===== src/tlp_pkg.sv =====
// Purpose: shared constants and types for the two-level priority interrupt unit
// Assumes: 32-bit APB, one word per register
// Notes: all offsets are byte addresses
package tlp_pkg;

  // ***********************************
  // register map
  // ***********************************
  localparam logic [7:0] ADDR_IRQ_CONTROL_MAIN = 8'h00;
  localparam logic [7:0] ADDR_RESET_CONTROL = 8'h04;
  localparam logic [7:0] ADDR_PERIPH_FLAG = 8'h08;
  localparam logic [7:0] ADDR_PERIPH_ENABLE = 8'h0C;
  localparam logic [7:0] ADDR_PERIPH_PRIORITY = 8'h10;
  localparam logic [7:0] ADDR_CORE_PRIORITY = 8'h14;
  localparam logic [7:0] ADDR_SERVICE_STATUS = 8'h18;

  // ***********************************
  // field positions
  // ***********************************
  localparam int CTL_GLOBAL_HIGH = 7;
  localparam int CTL_PERIPH_LOW = 6;
  localparam int CTL_TIMER0_EN = 5;
  localparam int CTL_EXT0_EN = 4;
  localparam int CTL_PORT_EN = 3;
  localparam int CTL_TIMER0_FLAG = 2;
  localparam int CTL_EXT0_FLAG = 1;
  localparam int CTL_PORT_FLAG = 0;
  localparam int RST_PRIO_LEVELS = 7;
  localparam int CPRI_EXT0_EDGE = 4;
  localparam int STAT_HIGH_ACTIVE = 0;
  localparam int STAT_LOW_ACTIVE = 1;

  // ***********************************
  // reset values and sizes
  // ***********************************
  localparam logic [7:0] RESET_IRQ_CONTROL_MAIN = 8'h00;
  localparam logic [7:0] RESET_BYTE_ZERO = 8'h00;
  localparam logic [7:0] RESET_CORE_PRIORITY = 8'h17;
  localparam int PERIPH_COUNT = 8;
  localparam int PORT_WIDTH = 4;
  localparam int VECTOR_WIDTH = 16;
  localparam logic [15:0] VECTOR_HIGH = 16'h0008;
  localparam logic [15:0] VECTOR_LOW = 16'h0018;

  // ***********************************
  // carriers
  // ***********************************
  typedef enum logic [1:0] {
    TLP_IDLE,
    TLP_LOW_SERVICE,
    TLP_HIGH_SERVICE,
    TLP_HIGH_OVER_LOW
  } tlp_service_type;

  typedef struct packed {
    logic timer0_overflow;
    logic [PERIPH_COUNT-1:0] periph_event;
  } tlp_event_type;

  typedef struct packed {
    logic vector_take;
    logic [VECTOR_WIDTH-1:0] vector_addr;
  } tlp_core_type;

endpackage


===== src/tlp_irq_unit.sv =====
// Purpose: interrupt control with two priority levels and a compatibility mode
// Assumes: core clock pclk, APB register access, one core redirect per take pulse
// Notes: external pins pass two flops before use
//
// Overview of operation
// - priority mode: high requests vector to 0008h, low requests to 0018h
// - an enabled high request preempts a running low routine
// - each source has flag, enable and priority; clearing enable disables it
// - priority scheme works only while priority levels enable is set
// - priority mode: control bit 7 globally enables high priority sources
// - priority mode: control bit 6 globally enables low priority sources
// - flag, enable and matching global enable set cause immediate vectoring
// - priority levels enable resets clear; then priority bits have no effect
// - compatibility mode: control bit 6 gates all peripheral sources
// - compatibility mode: bit 7 gates all sources; vector always 0008h
// - taking an interrupt clears the governing global enable
// - no low priority take while a high routine runs
// - taking pushes return address and loads vector into program counter
// - return from interrupt sets the applicable global enable again
// - pin events reach the vector in three to four cycles
// - flags set on events regardless of any enable
// - control register: two globals, three enables, three flags; resets to zero
// - priority mode: bit 7 clear disables all, low priority ones included
// - priority mode: bit 6 enables or disables low priority peripheral sources
//
// The placing of the registers and the APB slave port were left to the implementer.
`timescale 1ns/10ps
module tlp_irq_unit
  import tlp_pkg::*;
(
  // clock and reset
  input wire logic pclk,
  input wire logic presetn,
  input wire logic clk_en,
  // apb slave
  input wire logic psel,
  input wire logic penable,
  input wire logic pwrite,
  input wire logic [7:0] paddr,
  input wire logic [31:0] pwdata,
  input wire logic [3:0] pstrb,
  output logic [31:0] prdata,
  output logic pready,
  output logic pslverr,
  // event sources
  input wire logic ext_pin0,
  input wire logic [PORT_WIDTH-1:0] port_change_pins,
  input wire tlp_event_type events,
  // core side
  input wire logic return_from_irq_instr,
  output tlp_core_type core_req,
  output logic [1:0] service_level
);

  // ***********************************
  // state
  // ***********************************
  logic [7:0] irq_control_main;
  logic priority_levels_enable;
  logic [PERIPH_COUNT-1:0] periph_flag;
  logic [PERIPH_COUNT-1:0] periph_enable;
  logic [PERIPH_COUNT-1:0] periph_priority;
  logic [7:0] core_priority;
  tlp_service_type service;
  logic [1:0] ext0_sync;
  logic [2*PORT_WIDTH-1:0] port_sync;
  logic ext0_last;
  logic [PORT_WIDTH-1:0] port_last;

  function automatic logic [7:0] merge_byte(input logic [7:0] old_val,
                                            input logic [7:0] new_val,
                                            input logic lane);
    merge_byte = lane ? new_val : old_val;
  endfunction

  // ***********************************
  // bus decode
  // ***********************************
  wire logic setup_phase = psel & ~penable;
  wire logic wr_access = psel & penable & pwrite & pstrb[0];
  wire logic hit_ctl = (paddr == ADDR_IRQ_CONTROL_MAIN);
  wire logic hit_rst = (paddr == ADDR_RESET_CONTROL);
  wire logic hit_pflag = (paddr == ADDR_PERIPH_FLAG);
  wire logic hit_pen = (paddr == ADDR_PERIPH_ENABLE);
  wire logic hit_ppri = (paddr == ADDR_PERIPH_PRIORITY);
  wire logic hit_cpri = (paddr == ADDR_CORE_PRIORITY);
  wire logic hit_stat = (paddr == ADDR_SERVICE_STATUS);
  wire logic mapped = hit_ctl | hit_rst | hit_pflag | hit_pen | hit_ppri | hit_cpri | hit_stat;
  wire logic [7:0] wbyte = pwdata[7:0];
  wire logic wr_ctl = wr_access & hit_ctl & clk_en;
  wire logic wr_rst = wr_access & hit_rst & clk_en;
  wire logic wr_pflag = wr_access & hit_pflag & clk_en;
  wire logic wr_pen = wr_access & hit_pen & clk_en;
  wire logic wr_ppri = wr_access & hit_ppri & clk_en;
  wire logic wr_cpri = wr_access & hit_cpri & clk_en;

  assign pready = 1'b1;
  assign pslverr = psel & penable & ~mapped;

  wire logic [1:0] status_bits = {service == TLP_LOW_SERVICE || service == TLP_HIGH_OVER_LOW,
                                  service == TLP_HIGH_SERVICE || service == TLP_HIGH_OVER_LOW};
  wire logic [7:0] read_byte =
    hit_ctl ? irq_control_main :
    hit_rst ? {priority_levels_enable, 7'h00} :
    hit_pflag ? periph_flag :
    hit_pen ? periph_enable :
    hit_ppri ? periph_priority :
    hit_cpri ? core_priority :
    hit_stat ? {6'h00, status_bits} : 8'h00;

  // ***********************************
  // pin synchronisers and edge detect
  // ***********************************
  wire logic ext0_pin_in = ext_pin0;
  wire logic ext0_now = ext0_sync[1];
  wire logic [PORT_WIDTH-1:0] port_now = port_sync[2*PORT_WIDTH-1:PORT_WIDTH];
  wire logic ext0_rise_sel = core_priority[CPRI_EXT0_EDGE];
  wire logic ext0_event = ext0_rise_sel ? (ext0_now & ~ext0_last)
                                        : (~ext0_now & ext0_last);
  wire logic port_event = |(port_now ^ port_last);

  // ***********************************
  // source gating
  // ***********************************
  wire logic [2:0] core_flags = {irq_control_main[CTL_TIMER0_FLAG],
                                 irq_control_main[CTL_EXT0_FLAG],
                                 irq_control_main[CTL_PORT_FLAG]};
  wire logic [2:0] core_enables = {irq_control_main[CTL_TIMER0_EN],
                                   irq_control_main[CTL_EXT0_EN],
                                   irq_control_main[CTL_PORT_EN]};
  wire logic [2:0] core_prio = core_priority[2:0];
  wire logic [2:0] core_live = core_flags & core_enables;
  wire logic [PERIPH_COUNT-1:0] periph_live = periph_flag & periph_enable;
  wire logic global_high = irq_control_main[CTL_GLOBAL_HIGH];
  wire logic periph_low = irq_control_main[CTL_PERIPH_LOW];
  wire logic high_running = (service == TLP_HIGH_SERVICE) || (service == TLP_HIGH_OVER_LOW);
  wire logic pulse_busy = core_req.vector_take;

  // priority mode requests
  wire logic high_pending = |(core_live & core_prio) | |(periph_live & periph_priority);
  wire logic low_pending = |(core_live & ~core_prio) | |(periph_live & ~periph_priority);
  wire logic prio_high_req = priority_levels_enable & global_high & high_pending;
  wire logic prio_low_req = priority_levels_enable & global_high & periph_low
                            & low_pending & ~high_running;
  // compatibility mode request, priority bits ignored
  wire logic compat_req = ~priority_levels_enable & global_high
                          & (|core_live | (periph_low & |periph_live));
  wire logic take_high = ~pulse_busy & (prio_high_req | compat_req);
  wire logic take_low = ~pulse_busy & prio_low_req & ~prio_high_req;
  wire logic take_any = take_high | take_low;
  wire logic [VECTOR_WIDTH-1:0] next_vector = take_low ? VECTOR_LOW : VECTOR_HIGH;

  // ***********************************
  // return handling
  // ***********************************
  wire logic ret_high = return_from_irq_instr & high_running;
  wire logic ret_low = return_from_irq_instr & (service == TLP_LOW_SERVICE);
  wire logic ret_compat = return_from_irq_instr & ~priority_levels_enable
                          & (service != TLP_IDLE);

  // ***********************************
  // control register next value
  // ***********************************
  logic [7:0] next_ctl;
  always_comb begin
    next_ctl = merge_byte(irq_control_main, wbyte, wr_ctl);
    // flags: hardware set wins over software clear
    next_ctl[CTL_TIMER0_FLAG] = next_ctl[CTL_TIMER0_FLAG] | events.timer0_overflow;
    next_ctl[CTL_EXT0_FLAG] = next_ctl[CTL_EXT0_FLAG] | ext0_event;
    next_ctl[CTL_PORT_FLAG] = next_ctl[CTL_PORT_FLAG] | port_event;
    if (ret_compat || ret_high) begin
      next_ctl[CTL_GLOBAL_HIGH] = 1'b1;
    end
    if (ret_low && priority_levels_enable) begin
      next_ctl[CTL_PERIPH_LOW] = 1'b1;
    end
    if (take_high) begin
      next_ctl[CTL_GLOBAL_HIGH] = 1'b0;
    end
    if (take_low) begin
      next_ctl[CTL_PERIPH_LOW] = 1'b0;
    end
  end

  // ***********************************
  // service state
  // ***********************************
  tlp_service_type next_service;
  always_comb begin
    next_service = service;
    case (service)
      TLP_IDLE: begin
        if (take_high) begin
          next_service = TLP_HIGH_SERVICE;
        end else if (take_low) begin
          next_service = TLP_LOW_SERVICE;
        end
      end
      TLP_LOW_SERVICE: begin
        if (take_high) begin
          next_service = TLP_HIGH_OVER_LOW;
        end else if (return_from_irq_instr) begin
          next_service = TLP_IDLE;
        end
      end
      TLP_HIGH_SERVICE: begin
        if (return_from_irq_instr) begin
          next_service = TLP_IDLE;
        end
      end
      TLP_HIGH_OVER_LOW: begin
        if (return_from_irq_instr) begin
          next_service = TLP_LOW_SERVICE;
        end
      end
      default: begin
        next_service = TLP_IDLE;
      end
    endcase
  end

  assign service_level = status_bits;

  // ***********************************
  // registers
  // ***********************************
  always_ff @(posedge pclk or negedge presetn) begin
    if (!presetn) begin
      irq_control_main <= RESET_IRQ_CONTROL_MAIN;
      priority_levels_enable <= 1'b0;
    end else if (clk_en) begin
      irq_control_main <= next_ctl;
      if (wr_rst) begin
        priority_levels_enable <= wbyte[RST_PRIO_LEVELS];
      end
    end
  end

  always_ff @(posedge pclk or negedge presetn) begin
    if (!presetn) begin
      periph_flag <= RESET_BYTE_ZERO;
      periph_enable <= RESET_BYTE_ZERO;
      periph_priority <= RESET_BYTE_ZERO;
      core_priority <= RESET_CORE_PRIORITY;
    end else if (clk_en) begin
      periph_flag <= merge_byte(periph_flag, wbyte, wr_pflag) | events.periph_event;
      periph_enable <= merge_byte(periph_enable, wbyte, wr_pen);
      periph_priority <= merge_byte(periph_priority, wbyte, wr_ppri);
      core_priority <= merge_byte(core_priority, wbyte & RESET_CORE_PRIORITY, wr_cpri);
    end
  end

  always_ff @(posedge pclk or negedge presetn) begin
    if (!presetn) begin
      service <= TLP_IDLE;
      core_req <= '0;
    end else if (clk_en) begin
      service <= next_service;
      core_req.vector_take <= take_any;
      core_req.vector_addr <= take_any ? next_vector : core_req.vector_addr;
    end
  end

  always_ff @(posedge pclk or negedge presetn) begin
    if (!presetn) begin
      ext0_sync <= 2'b00;
      port_sync <= '0;
      ext0_last <= 1'b0;
      port_last <= '0;
    end else if (clk_en) begin
      ext0_sync <= {ext0_sync[0], ext0_pin_in};
      port_sync <= {port_sync[PORT_WIDTH-1:0], port_change_pins};
      ext0_last <= ext0_now;
      port_last <= port_now;
    end
  end

  always_ff @(posedge pclk or negedge presetn) begin
    if (!presetn) begin
      prdata <= 32'h0000_0000;
    end else if (clk_en && setup_phase && !pwrite) begin
      prdata <= {24'h00_0000, read_byte};
    end
  end

endmodule // tlp_irq_unit


===== config.mk =====
export PLATFORM = sky130hd
export DESIGN_NAME = tlp_irq_unit
export DESIGN_NICKNAME = d
export VERILOG_FILES = /design/src/tlp_pkg.sv /design/src/tlp_irq_unit.sv
export SDC_FILE = /design/constraint.sdc
export NUM_CORES = 1
export LEC_CHECK = 0
export ABC_AREA = 1
export BUFFER_PORTS_ARGS = -buffer_cell sky130_fd_sc_hd__buf_4
export CORE_ASPECT_RATIO = 0.7
export CORE_UTILIZATION = 40
export CTS_CLUSTER_DIAMETER = 40
export DETAILED_ROUTE_END_ITERATION = 10
export HOLD_SLACK_MARGIN = 0.15
export PLACE_DENSITY = 0.65
export REMOVE_ABC_BUFFERS = 1
export SLEW_MARGIN = 20
export SYNTH_ARGS = -nofsm -noshare
export SYNTH_HDL_FRONTEND = slang
export SYNTH_SLANG_ARGS = --single-unit

===== constraint.sdc =====
create_clock -name pclk -period 1.4 [get_ports pclk]
set_input_delay 0.21 -clock pclk [delete_from_list [all_inputs] [get_ports pclk]]
set_output_delay 0.21 -clock pclk [all_outputs]
set_load 0.05 [all_outputs]

==> results.ini <==
[outcome]
outcome = finished, violations left
violations = setup timing

[sta]
clock_skew_ns = 0.005647
postLayoutSetupSlackWorst_ns = -0.1505
setup-tns-final_ns = -0.4268
min_period_over_period_pct = 110.7
min_period_ns = 1.550
hold_viol = 0
finalMaxSlewViolations = 0
rsz0062_at_grt = yes
max_freq_ghz = 0.6450
holdWs_ns = 0.1838
setup-violations-final = 6

[synthesis]
synth-xor-area-share_pct = 0.4736
syn_inst = 477
synthMuxAreaShare_pct = 0.2706
synth_area_sq_mm = 0.003699
synthFlopType = dfrtp_1
ys_types = 40
synth_top_family_by_area = simple AND/OR/NAND/NOR gates
synth_compound_area_share_pct = 14.82
synth_top_area_share_pct = 41.27
synth_warnings = 0
synthTopCellsByArea = dfrtp_1 41%, nand2_1 13%, buf_4 8.3%
synth_area_per_cell_sq_um = 7.754
yosysSeqAreaShare_pct = 44.11
synth_edf_count = 0
synthSimpleGateAreaFrac_pct = 25.03
ys_seq_elements = 65
yosysTopAreaCell = dfrtp_1
synth_adder_area_share_pct = 0
synthArstFlopShare_pct = 100.0

[setup_path]
crit_arrival_ns = 1.77
critPathMostFrequentCell = nand2_1
slowest_stage = dfrtp_1
cp-end-kind = register
cp-start-kind = register
cp.required_ns = 1.62
critPathMaxFanout = 5
path_class = reg2reg
path_delay_family = simple AND/OR/NAND/NOR gates
worstPathCellList = nand2_2, nand2_1, nor2_1, nand2_1, nand2_1, nand2_1, nand2_2, nand2_4, nand2_4, nand3_2, nand2_2, inv_2, nand2_1, nand2_1
max_stage_delay_ns = 0.42
path_buf_inv = 1

[global_route]
grt_use_total_pct = 22.70
grt_pass1_wl_microns = 15930
grt_pass1_vias = 3198
antenna_found_initial = 0
gr-total-overflow = 0
grt_max_degree = 37

[detailed_routing]
wl_per_cell_microns = 14.55
ant_nets = 0
first_iter_violations = 308
viasPerCell = 4.913
drc = 0
vias = 3557
drt-pass1-iter-count = 5
drt_wl_total_microns = 10540

[power]
total_leakage_power_nw = 2.610
ir_worst_vdd_mv = 0.9645
finalPower_mw = 5.636
powerDensity_mw_per_mm2 = 1095

[placed_design]
hpwl_microns = 7539
gp_congestion = 0.9187
port_buffers = 51
dpl_cell_area_sq_mm = 0.004394

[floorplanning]
die_w_microns = 116.9
die_h_microns = 82.45
rows = 28
initial_core_util_pct = 42.40
coreArea_sq_mm = 0.008723
io_pins = 118
die_area_sq_mm = 0.009641

[cts]
cts_buffers = 9
insertion_delay_ns = 0.33
cts_root_buf = clkbuf_16
cts_tree = built
path_clk_slew_ns = 0.06
htree_levels = 3
numClockSinks = 65
cts.path.max_buffers = 2

[final_layout]
fin_area_sq_mm = 0.005145
nets = 664
area_growth_pct = 39.11
diodes = 0
layout-drive-gt1-share_pct = 32.95

[flow_run]
cap_violations = 0

[hold_path]
hold_class = in2reg

-- cell usage after synthesis, types with 3 or more instances --
| cell | n |
|---|---|
| a21oi_1 | 17 |
| a22o_1 | 4 |
| buf_2 | 4 |
| buf_4 | 41 |
| clkbuf_1 | 6 |
| dfrtp_1 | 61 |
| dfstp_2 | 4 |
| inv_1 | 43 |
| inv_2 | 3 |
| nand2_1 | 132 |
| nand2_2 | 7 |
| nand3_1 | 27 |
| nor2_1 | 31 |
| nor4_1 | 3 |
| o21ai_0 | 44 |
| o21ai_2 | 8 |
| o21bai_1 | 4 |
| o22ai_1 | 7 |
-- flip-flops by register name, indices dropped and copies added, names as in the netlist --
signal                  count
prdata                      8
ext0_sync                   2
priority_levels_enable      1
ext0_last                   1
core_req                    2
service                     2
port_last                   4
core_priority               4
periph_enable               8
irq_control_main            8
pulse_busy                  1
periph_priority             8
periph_flag                 8
port_sync                   8
-- worst paths after layout --
check / startpoint / end / slack [ns] / cells past startpoint
max in group asynchronous: presetn / service[0] / 0.53 / 3
min reg2reg: port_sync[2] / port_sync[2] / 0.47 / 2
min: events[2] / periph_flag[2] / 0.18 / 3
max reg2reg: periph_flag[0] / service[0] / -0.15 / 14
max: periph_flag[0] / service[0] / -0.15 / 14
min in group asynchronous: presetn / prdata[5] / 0.36 / 2
-- through the flow --
step	setup slack [ns]	instances	util, %
global route	-0.2360	724	58.98
detailed placement	-0.1656	681	50.37
floorplan	-0.7978	460	-
global placement	-0.1485	681	50.37
finish	-0.1505	724	58.98
CTS	-0.09551	716	56.71
-- layout by cell type, fill, tap and decap left out, drive strengths merged --
cell type,n
nor3,2
a31oi,1
nand3,27
inv,45
nand3b,1
mux2i,1
clkbuf,10
a22oi,1
buf,116
a22o,4
conb,39
clkinv,4
o21bai,4
bufinv,2
o21ai,52
clkinvlp,3
nor2,35
a41oi,1
o211ai,2
xor2,2
dlygate4sd3,12
o22ai,7
nand2,140
o2111ai,2
a21oi,17
nand4,2
o221ai,1
nor4,4
dfstp,4
and3,2
dfrtp,61
-- layout make-up --
cell class,count,area (sq um)
clock buffers,10,229.0
clock inverters,6,92.59
fillers,793,3578
inverters,48,185.2
multi-input cells,347,1823
flip-flops and latches,65,1634
well taps,120,150.1
repair buffers,128,1031
-- metal layers --
metal | vias up | GRT usage (%) | wire (microns)
li1 | 1715 | - | -
met1 | 1676 | 32.19 | 4913
met2 | 149 | 34.14 | 4619
met3 | 17 | 7.080 | 872
met4 | 0 | 4.430 | 129
met5 | - | 0 | 0
-- where the power goes --
part,leakage [nW],internal [mW],switching (mW)
clock,0.149,1.56,0.847
sequential,0.784,1.99,0.101
combinational,1.68,0.342,0.789
total,2.61,3.90,1.74
-- worst min-delay path: stages --
cell and delay (ns):
buf_4 0.07, o21bai_1 0.09, a22o_1 0.11
-- what timing repair did --
action	CTS	global route
pin swaps	17	19
endpoints found under the hold margin	39	0
resized for setup	18	38
buffers inserted	7	8
endpoints found under the setup margin	8	9
hold buffers	12	0
-- cell families (layout without fill, tap and decap cells) --
family	after synthesis	in the layout
AO/OA/AOI/OAI	92	92
XOR/XNOR	2	2
buffers and inverters	102	192
flip-flops	65	65
multiplexers	1	1
other	2	39
AND/OR/NAND/NOR	213	213
No activity file was read; power rests on OpenSTA's default activity.
